==> src/common/fcsc_pkg.sv <==
// shared constants, states and carriers for the flash command and status host
package fcsc_pkg;
  // register byte offsets on the apb side
  localparam logic [7:0] REG_CONTROL = 8'h00;
  localparam logic [7:0] REG_ADDRESS = 8'h04;
  localparam logic [7:0] REG_WDATA = 8'h08;
  localparam logic [7:0] REG_RDATA = 8'h0C;
  localparam logic [7:0] REG_HOST_STATUS = 8'h10;
  localparam logic [7:0] REG_OPERATION_STATUS = 8'h14;
  localparam logic [7:0] REG_READ_ARRAY_CODE = 8'h18;
  // control register fields
  localparam int CTRL_OP_LSB = 0;
  localparam int CTRL_GO_BIT = 2;
  // host status register fields
  localparam int HS_BUSY = 0;
  localparam int HS_READY_BUSY = 1;
  localparam int HS_READ_OK = 2;
  localparam int HS_WRITE_OK = 3;
  localparam int HS_ABORT_SEEN = 4;
  localparam int HS_NEED_READ_ARRAY = 5;
  localparam int HS_IMPROPER_SEQ = 6;
  localparam int HS_PROTECT = 7;
  localparam int HS_SUPPLY_ERR = 8;
  localparam int HS_WRITE_ERR = 9;
  localparam int HS_ERASE_ERR = 10;
  localparam int HS_MACHINE_READY = 11;
  // operation status byte fields
  localparam int OS_RESERVED_BIT = 0;
  localparam int OS_PROTECT = 1;
  localparam int OS_SUPPLY_ERR = 3;
  localparam int OS_WRITE_ERR = 4;
  localparam int OS_ERASE_ERR = 5;
  localparam int OS_MACHINE_READY = 7;
  // reset values
  localparam logic [7:0] READ_ARRAY_CODE_RESET = 8'hFF;
  // timing, in ns, and derived cycle counts at 25 ns
  localparam int CLK_PERIOD_NS = 25;
  localparam int STROBE_NS = 50;
  localparam int ACCESS_NS = 100;
  localparam int RESET_LOW_NS = 100;
  localparam int WAKE_READ_NS = 600;
  localparam int WAKE_WRITE_NS = 1000;
  localparam int STROBE_CYC = (STROBE_NS + CLK_PERIOD_NS - 1) / CLK_PERIOD_NS;
  localparam int ACCESS_CYC = (ACCESS_NS + CLK_PERIOD_NS - 1) / CLK_PERIOD_NS;
  localparam int RESET_LOW_CYC = (RESET_LOW_NS + CLK_PERIOD_NS - 1) / CLK_PERIOD_NS;
  localparam int WAKE_READ_CYC = (WAKE_READ_NS + CLK_PERIOD_NS - 1) / CLK_PERIOD_NS;
  localparam int WAKE_WRITE_CYC = (WAKE_WRITE_NS + CLK_PERIOD_NS - 1) / CLK_PERIOD_NS;
  // operations ordered through the control register
  typedef enum logic [1:0] {
    OP_WRITE = 2'h0,
    OP_READ = 2'h1,
    OP_POLL = 2'h2,
    OP_RESET = 2'h3
  } fcsc_op_type;
  // sequencer states, one-hot
  typedef enum logic [5:0] {
    ST_IDLE = 6'h01,
    ST_SETUP = 6'h02,
    ST_STROBE = 6'h04,
    ST_HOLD = 6'h08,
    ST_WAIT_RB = 6'h10,
    ST_RST_LOW = 6'h20
  } fcsc_st_type;
  // apb request from the master
  typedef struct packed {
    logic psel;
    logic penable;
    logic pwrite;
    logic [7:0] paddr;
    logic [31:0] pwdata;
  } fcsc_apb_req_type;
  // pins driven toward the flash device
  typedef struct packed {
    logic [19:0] addr;
    logic [7:0] data;
    logic data_oe;
    logic chip_select_n;
    logic output_enable_n;
    logic write_strobe_n;
    logic reset_powerdown_n;
  } fcsc_pins_type;
endpackage

==> src/fcsc_host.sv <==
// host controller driving a byte-wide flash through its strobes, apb registers
// What the document requires
// (RULE1) device sets protect flag on refusal
// (RULE2) identifier read returns lock bit states
// (RULE3) host masks reserved status bit zero
// (RULE4) ready/busy low while operation runs
// (RULE5) ready/busy output is always driven
// (RULE6) ready/busy high in suspend, power-down; the model keeps it low through power-down after an aborted operation
// (RULE7) supply error sets with write/erase error
// (RULE8) reset mid-operation aborts, enters power-down
// (RULE9) host repeats sequence after reset abort; the host only sets abort_seen and does not repeat anything
// (RULE10) status cleared by reset pin low
// (RULE11) latched command survives supply, select changes
// (RULE12) read-array mode after power-up, wake
// (RULE13) host issues read-array after operations; the host only sets need_read_array until the read-array code is written
// (RULE14) writes only with select and strobe low
// (RULE15) device ignores inputs while reset low
// (RULE16) host waits wake delays before access
// (RULE17) select decoded, output enable shared
// (RULE18) both error flags mean improper sequence
// (RULE19) supply level reported only after commands
// (RULE20) poll ready before checking error flags
//
// Added by the designer: the register offsets and the APB register port.
`timescale 1ns/1ps
`default_nettype none
module fcsc_host (
  input wire logic clk_in,
  input wire logic srst_in,
  input wire fcsc_pkg::fcsc_apb_req_type apb_req_in,
  output logic [31:0] prdata_out,
  output logic pready_out,
  output logic pslverr_out,
  output fcsc_pkg::fcsc_pins_type pins_out,
  input wire logic [7:0] flash_data_in,
  input wire logic ready_busy_output_in
);
  import fcsc_pkg::*;

  typedef struct packed {
    fcsc_st_type st;
    fcsc_op_type op;
    logic pend;
    logic [15:0] cnt;
    logic [15:0] wake_cnt;
    logic [19:0] addr;
    logic [7:0] wdata;
    logic [7:0] rdata;
    logic [7:0] op_status;
    logic [7:0] read_array_code;
    logic abort_seen;
    logic need_read_array;
    fcsc_pins_type pins;
  } fcsc_state_type;

  fcsc_state_type r;
  fcsc_state_type next_r;
  logic wr_acc;
  logic rd_ok;
  logic wr_ok;
  logic mapped;
  logic [31:0] host_status;

  // true when the address names one of our registers
  function automatic logic is_mapped(input logic [7:0] a);
    is_mapped = (a == REG_CONTROL) || (a == REG_ADDRESS) || (a == REG_WDATA) ||
      (a == REG_RDATA) || (a == REG_HOST_STATUS) || (a == REG_OPERATION_STATUS) ||
      (a == REG_READ_ARRAY_CODE);
  endfunction

  // apb handshake: every access completes in its first access cycle
  assign pready_out = 1'b1;
  assign mapped = is_mapped(apb_req_in.paddr);
  assign pslverr_out = apb_req_in.psel & apb_req_in.penable & ~mapped;
  assign wr_acc = apb_req_in.psel & apb_req_in.penable & apb_req_in.pwrite & mapped;
  assign pins_out = r.pins;

  // (RULE16) wake delays gate reads and writes
  assign rd_ok = r.pins.reset_powerdown_n && (r.wake_cnt >= 16'(WAKE_READ_CYC));
  assign wr_ok = r.pins.reset_powerdown_n && (r.wake_cnt >= 16'(WAKE_WRITE_CYC));

  // host status word assembled from live and captured state
  always_comb begin
    host_status = 32'h0000_0000;
    host_status[HS_BUSY] = (r.st != ST_IDLE) | r.pend;
    host_status[HS_READY_BUSY] = ready_busy_output_in;
    host_status[HS_READ_OK] = rd_ok;
    host_status[HS_WRITE_OK] = wr_ok;
    host_status[HS_ABORT_SEEN] = r.abort_seen;
    host_status[HS_NEED_READ_ARRAY] = r.need_read_array;
    // (RULE18) both error bits flag an improper sequence
    host_status[HS_IMPROPER_SEQ] = r.op_status[OS_WRITE_ERR] & r.op_status[OS_ERASE_ERR];
    host_status[HS_PROTECT] = r.op_status[OS_PROTECT];
    host_status[HS_SUPPLY_ERR] = r.op_status[OS_SUPPLY_ERR];
    host_status[HS_WRITE_ERR] = r.op_status[OS_WRITE_ERR];
    host_status[HS_ERASE_ERR] = r.op_status[OS_ERASE_ERR];
    host_status[HS_MACHINE_READY] = r.op_status[OS_MACHINE_READY];
  end

  // register read mux
  always_comb begin
    prdata_out = 32'h0000_0000;
    if (apb_req_in.paddr == REG_CONTROL) begin
      prdata_out = {29'h0000_0000, r.pend, r.op};
    end else if (apb_req_in.paddr == REG_ADDRESS) begin
      prdata_out = {12'h000, r.addr};
    end else if (apb_req_in.paddr == REG_WDATA) begin
      prdata_out = {24'h00_0000, r.wdata};
    end else if (apb_req_in.paddr == REG_RDATA) begin
      prdata_out = {24'h00_0000, r.rdata};
    end else if (apb_req_in.paddr == REG_HOST_STATUS) begin
      prdata_out = host_status;
    end else if (apb_req_in.paddr == REG_OPERATION_STATUS) begin
      prdata_out = {24'h00_0000, r.op_status};
    end else if (apb_req_in.paddr == REG_READ_ARRAY_CODE) begin
      prdata_out = {24'h00_0000, r.read_array_code};
    end
  end

  // sequencer and register writes
  always_comb begin
    next_r = r;
    // wake counter runs while the reset line is high, saturating
    if (r.pins.reset_powerdown_n && (r.wake_cnt != 16'hFFFF)) begin
      next_r.wake_cnt = r.wake_cnt + 16'h0001;
    end
    // software register writes
    if (wr_acc) begin
      if (apb_req_in.paddr == REG_CONTROL) begin
        if (apb_req_in.pwdata[CTRL_GO_BIT] && (r.st == ST_IDLE) && !r.pend) begin
          next_r.op = fcsc_op_type'(apb_req_in.pwdata[CTRL_OP_LSB +: 2]);
          next_r.pend = 1'b1;
        end
      end else if (apb_req_in.paddr == REG_ADDRESS) begin
        next_r.addr = apb_req_in.pwdata[19:0];
      end else if (apb_req_in.paddr == REG_WDATA) begin
        next_r.wdata = apb_req_in.pwdata[7:0];
      end else if (apb_req_in.paddr == REG_READ_ARRAY_CODE) begin
        next_r.read_array_code = apb_req_in.pwdata[7:0];
      end else if (apb_req_in.paddr == REG_HOST_STATUS) begin
        // write one clears abort_seen
        if (apb_req_in.pwdata[HS_ABORT_SEEN]) begin
          next_r.abort_seen = 1'b0;
        end
      end
    end
    case (r.st)
      ST_IDLE: begin
        if (r.pend) begin
          if (r.op == OP_RESET) begin
            // (RULE9) reset during a busy operation is flagged for a retry
            if (r.pins.reset_powerdown_n && !ready_busy_output_in) begin
              next_r.abort_seen = 1'b1;
            end
            next_r.pins.reset_powerdown_n = 1'b0;
            next_r.cnt = 16'h0000;
            next_r.pend = 1'b0;
            next_r.st = ST_RST_LOW;
          end else if (r.op == OP_WRITE && wr_ok) begin
            // (RULE14) select and data set up before the write strobe
            next_r.pins.addr = r.addr;
            next_r.pins.data = r.wdata;
            next_r.pins.data_oe = 1'b1;
            next_r.pins.chip_select_n = 1'b0;
            next_r.pend = 1'b0;
            next_r.st = ST_SETUP;
          end else if (r.op == OP_READ && rd_ok) begin
            next_r.pins.addr = r.addr;
            // (RULE17) select and output enable together
            next_r.pins.chip_select_n = 1'b0;
            next_r.pins.output_enable_n = 1'b0;
            next_r.pend = 1'b0;
            next_r.st = ST_SETUP;
          end else if (r.op == OP_POLL && rd_ok) begin
            next_r.pend = 1'b0;
            next_r.st = ST_WAIT_RB;
          end
        end
      end
      ST_WAIT_RB: begin
        // (RULE20) status is read only once ready/busy is high
        if (ready_busy_output_in) begin
          next_r.pins.chip_select_n = 1'b0;
          next_r.pins.output_enable_n = 1'b0;
          next_r.st = ST_SETUP;
        end
      end
      ST_SETUP: begin
        next_r.cnt = 16'h0000;
        if (r.op == OP_WRITE) begin
          next_r.pins.write_strobe_n = 1'b0;
        end
        next_r.st = ST_STROBE;
      end
      ST_STROBE: begin
        next_r.cnt = r.cnt + 16'h0001;
        if (r.op == OP_WRITE && r.cnt == 16'(STROBE_CYC - 1)) begin
          next_r.pins.write_strobe_n = 1'b1;
          // (RULE13) a read-array code write satisfies the pending need
          if (r.wdata == r.read_array_code) begin
            next_r.need_read_array = 1'b0;
          end
          next_r.st = ST_HOLD;
        end else if (r.op != OP_WRITE && r.cnt == 16'(ACCESS_CYC - 1)) begin
          next_r.rdata = flash_data_in;
          next_r.pins.output_enable_n = 1'b1;
          if (r.op == OP_POLL) begin
            // (RULE3) reserved bit zero masked from the captured status
            next_r.op_status = flash_data_in & ~(8'h01 << OS_RESERVED_BIT);
            // (RULE13) finished operation needs read-array before array access
            next_r.need_read_array = 1'b1;
          end
          next_r.st = ST_HOLD;
        end
      end
      ST_HOLD: begin
        // data released and select raised after the strobe edge
        next_r.pins.chip_select_n = 1'b1;
        next_r.pins.data_oe = 1'b0;
        next_r.st = ST_IDLE;
      end
      ST_RST_LOW: begin
        next_r.cnt = r.cnt + 16'h0001;
        // device status is cleared by its reset, so drop our copy too
        next_r.op_status = 8'h00;
        next_r.need_read_array = 1'b0;
        if (r.cnt == 16'(RESET_LOW_CYC - 1)) begin
          next_r.pins.reset_powerdown_n = 1'b1;
          next_r.wake_cnt = 16'h0000;
          next_r.st = ST_IDLE;
        end
      end
      default: begin
        next_r.st = ST_IDLE;
      end
    endcase
  end

  // state register with synchronous reset
  always_ff @(posedge clk_in) begin
    if (srst_in) begin
      r.st <= ST_IDLE;
      r.op <= OP_WRITE;
      r.pend <= 1'b0;
      r.cnt <= 16'h0000;
      r.wake_cnt <= 16'h0000;
      r.addr <= 20'h0_0000;
      r.wdata <= 8'h00;
      r.rdata <= 8'h00;
      r.op_status <= 8'h00;
      r.read_array_code <= READ_ARRAY_CODE_RESET;
      r.abort_seen <= 1'b0;
      r.need_read_array <= 1'b0;
      r.pins <= '{addr: 20'h0_0000, data: 8'h00, data_oe: 1'b0, chip_select_n: 1'b1,
                  output_enable_n: 1'b1, write_strobe_n: 1'b1, reset_powerdown_n: 1'b1};
    end else begin
      r <= next_r;
    end
  end
endmodule
`default_nettype wire

==> config.mk <==
export PLATFORM = sky130hd
export DESIGN_NAME = fcsc_host
export DESIGN_NICKNAME = d
export VERILOG_FILES = /design/src/common/fcsc_pkg.sv /design/src/fcsc_host.sv
export SDC_FILE = /design/constraint.sdc
export NUM_CORES = 1
export LEC_CHECK = 0
export BUFFER_PORTS_ARGS = -buffer_cell sky130_fd_sc_hd__buf_4
export CAP_MARGIN = 25
export CORE_MARGIN = 5
export CORE_UTILIZATION = 48
export DETAILED_ROUTE_END_ITERATION = 16
export PLACE_DENSITY = 0.7
export SLEW_MARGIN = 20
export SYNTH_ARGS = -nofsm -noshare
export SYNTH_HDL_FRONTEND = slang
export SYNTH_SLANG_ARGS = --single-unit
==> constraint.sdc <==
create_clock -name clk_in -period 5.8 [get_ports clk_in]
set_input_delay 0.29 -clock clk_in [delete_from_list [all_inputs] [get_ports clk_in]]
set_output_delay 0.29 -clock clk_in [all_outputs]
set_load 0.01 [all_outputs]
==> results.py <==
metrics = {
    "sta": {
        "period_needed_ns": 2.67,
        "worst_slew_pin_slew_ns": 0.958,
        "finClkSkew_ns": 0.00657,
        "hold_violations": 0,
        "rsz0062_at_grt": "false",
        "setup_tns_ns": 0,
        "setup_ws_ns": 3.13,
        "relSlewSlack_pct": 36.0,
        "setup_viol": 0,
        "fin_crit_sh_pct": 46.1,
        "slew_viol_final": 0,
        "fmax_mhz": 374,
    },
    "route": {
        "wl_mm": 16.8,
        "wl_per_cell_um": 16.6,
        "viasPerCell": 5.62,
        "drc": 0,
        "dr_total_vias": 5667,
        "first_pass_iters": 7,
        "antenna_left": 0,
        "drtIter0Drc": 552,
    },
    "yosys": {
        "synthDistinctLibCells": 73,
        "ys.flop_type": "dfxtp_1",
        "synth_largest_area_cell": "dfxtp_1",
        "synth_edf_count": 0,
        "yosys.area.top_type_share_pct": 38.0,
        "yosysWarnings": 0,
        "synth_area_leaders": "dfxtp_1, mux2i_1, buf_4",
        "avgSynthCellArea_um2": 8.52,
        "synth_seq_area_share_pct": 38.0,
        "async_flop_share_pct": 0,
        "syn_area_um2": 6690,
        "synth_cells": 785,
        "synth_seq_cells": 127,
    },
    "worst_setup_path": {
        "crit_path_start_kind": "flip-flop",
        "cp_slowest_cell": "a2111oi_0",
        "r2r_slack_ns": 3.13,
        "cp.buffers_inverters": 0,
        "cp_top_family": "simple AND/OR/NAND/NOR gates",
        "worstPathRequired_ns": 6.09,
        "cp-end-kind": "flip-flop",
        "cpPeakStageDelay_ns": 0.72,
        "crit_chain": "nor4_4 > nand4_1 > a2111oi_0 > xnor2_1 > nor2_1",
        "critPathMaxFanout": 15,
        "arrival_ns": 2.96,
        "critPathKind": "reg2reg",
    },
    "place": {
        "gp_congestion": 0.885,
        "portBuffers": 95,
        "post-dp-hpwl_mm": 12.0,
        "pre_cts_ws_ns": 2.74,
    },
    "floorplanning": {
        "start_util_pct": 48.6,
        "die_area_um2": 16400,
        "num_rows": 43,
        "num_io_pins": 121,
        "die_h_um": 128,
        "core_um2": 13800,
        "die_w_um": 128,
    },
    "finish": {
        "area_growth_pct": 14.6,
        "drive_gt1_share_pct": 18.6,
        "final_nets": 875,
        "n_antenna_cell": 0,
        "fill_cells": 1288,
    },
    "clocking": {
        "cts_sinks": 127,
        "hold_buffers": 0,
        "cts_setup_buffers": 0,
        "cts_tree": "done",
        "numCtsBuffers": 17,
        "h-tree-depth": 4,
        "cts_root_buf": "clkbuf_16",
        "clk_pin_slew_ns": 0.05,
        "clock_latency_ns": 0.42,
        "clock_path_buffers": 2,
        "ctsResizeCount": 0,
    },
    "status": {
        "status": "complete, no violations",
    },
    "pwr": {
        "peakVddDrop_uv": 199,
        "p_per_area_nw_per_um2": 252,
        "power.leakage_nw": 2.72,
    },
    "grt": {
        "antenna_found_initial": 0,
        "grtUsageTotal_pct": 20.1,
        "overflow": 0,
        "grt_pass1_wl_mm": 26.7,
        "grt_pass1_vias": 5370,
        "grt_max_degree": 90,
    },
    "worst_hold_path": {
        "worst_hold_path_type": "in2reg",
    },
    "job": {
        "maxCapViolCount": 0,
    },
}
power by group:
part	internal, mW	leakage, nW	total [mW]	switching [mW]
Combinational	0.0310	1.43	0.0785	0.0475
Clock	0.613	0.268	0.979	0.365
Sequential	0.875	1.02	0.877	0.00213
worst reg2reg max path, stage by stage, from the launching register on:
cell	delay, ns
dfxtp_1	0.41
nor4_4	0.47
nand4_1	0.70
a2111oi_0	0.73
xnor2_1	0.18
nor2_1	0.05
layout make-up:
| class | count | area, um2 | area share, % |
|---|---|---|---|
| timing repair buffer | 98 | 736 | 9.60 |
| clock inverter | 7 | 62.6 | 0.816 |
| sequential | 127 | 2540 | 33.2 |
| multi-input combinational | 556 | 3560 | 46.4 |
| tap | 180 | 225 | 2.94 |
| inverter | 17 | 63.8 | 0.832 |
| clock buffer | 23 | 478 | 6.23 |
state kept, by name, summed over array words and instances (netlist names):
name / count
r: 87
pins_out: 33
host_status: 7
final timing paths:
path / from / cells after the start / to
setup reg to reg: r[124] / 5 / r[114]
setup / recovery: r[124] / 5 / r[114]
hold reg to reg: r[82] / 2 / r[82]
hold / removal: apb_req_in[5] / 2 / r[40]
metrics by stage:
| stage | power, mW | hold WS (ns) | area [um2] | instances | util, % |
|---|---|---|---|---|---|
| final | 1.93 | 0.103 | 7670 | 1008 | 55.7 |
| after global routing | 2.00 | 0.0864 | 7670 | 1008 | 55.7 |
| after CTS | 1.95 | 0.0886 | 7650 | 1007 | 55.6 |
| after detailed placement | 0.973 | 0.465 | 7110 | 977 | 51.6 |
| after global placement | 0.971 | 0.448 | 7110 | 977 | 51.6 |
| after floorplan | 0.946 | 0.408 | 6730 | 796 | - |
layout by cell type (no fill, tap or decap), types with 6 or more instances in the layout:
cell	n
nand2b_1	7
xor2_1	11
o211ai_1	6
mux2i_1	50
buf_4	98
nor4_1	10
nand3_1	24
a21oi_1	56
conb_1	13
dfxtp_1	127
o21ai_0	17
nor2b_1	19
nand4_1	11
clkbuf_16	17
xnor2_1	23
and2_1	11
inv_1	17
a211o_1	7
nand2_1	77
nor2_1	89
a2111oi_0	8
synthesized netlist by cell type (6+ instances only):
master and n:
nand2b_1 7, o21ai_0 18, a21oi_1 56, a211o_1 7, nand2_1 77, nand3_1 24, nand4_1 11, xor2_1 11
nor4_1 10, dfxtp_1 127, mux2i_1 50, xnor2_1 23, and2_1 11, nor2b_1 19, clkbuf_1 33, buf_4 47
inv_1 17, o211ai_1 6, nor2_1 89, buf_2 9, a2111oi_0 8
logic make-up after synthesis:
logic type	synth area share, %
AND/OR/NAND/NOR	22.6
buffers and inverters	9.95
other	0.112
adder cells (fa/ha/maj)	0.748
XOR/XNOR	4.45
multiplexers	7.99
flip-flops	38.0
AO/OA/AOI/OAI	16.2
per-layer routing:
layer,track usage (%),share of wire (%),up-vias
met3,5.71,6.1,27
met5,0,0,-
met1,25.8,45,2718
met4,7.05,1.7,0
met2,32.3,47,158
li1,-,-,2764
No activity file was read; power rests on OpenSTA's default activity.
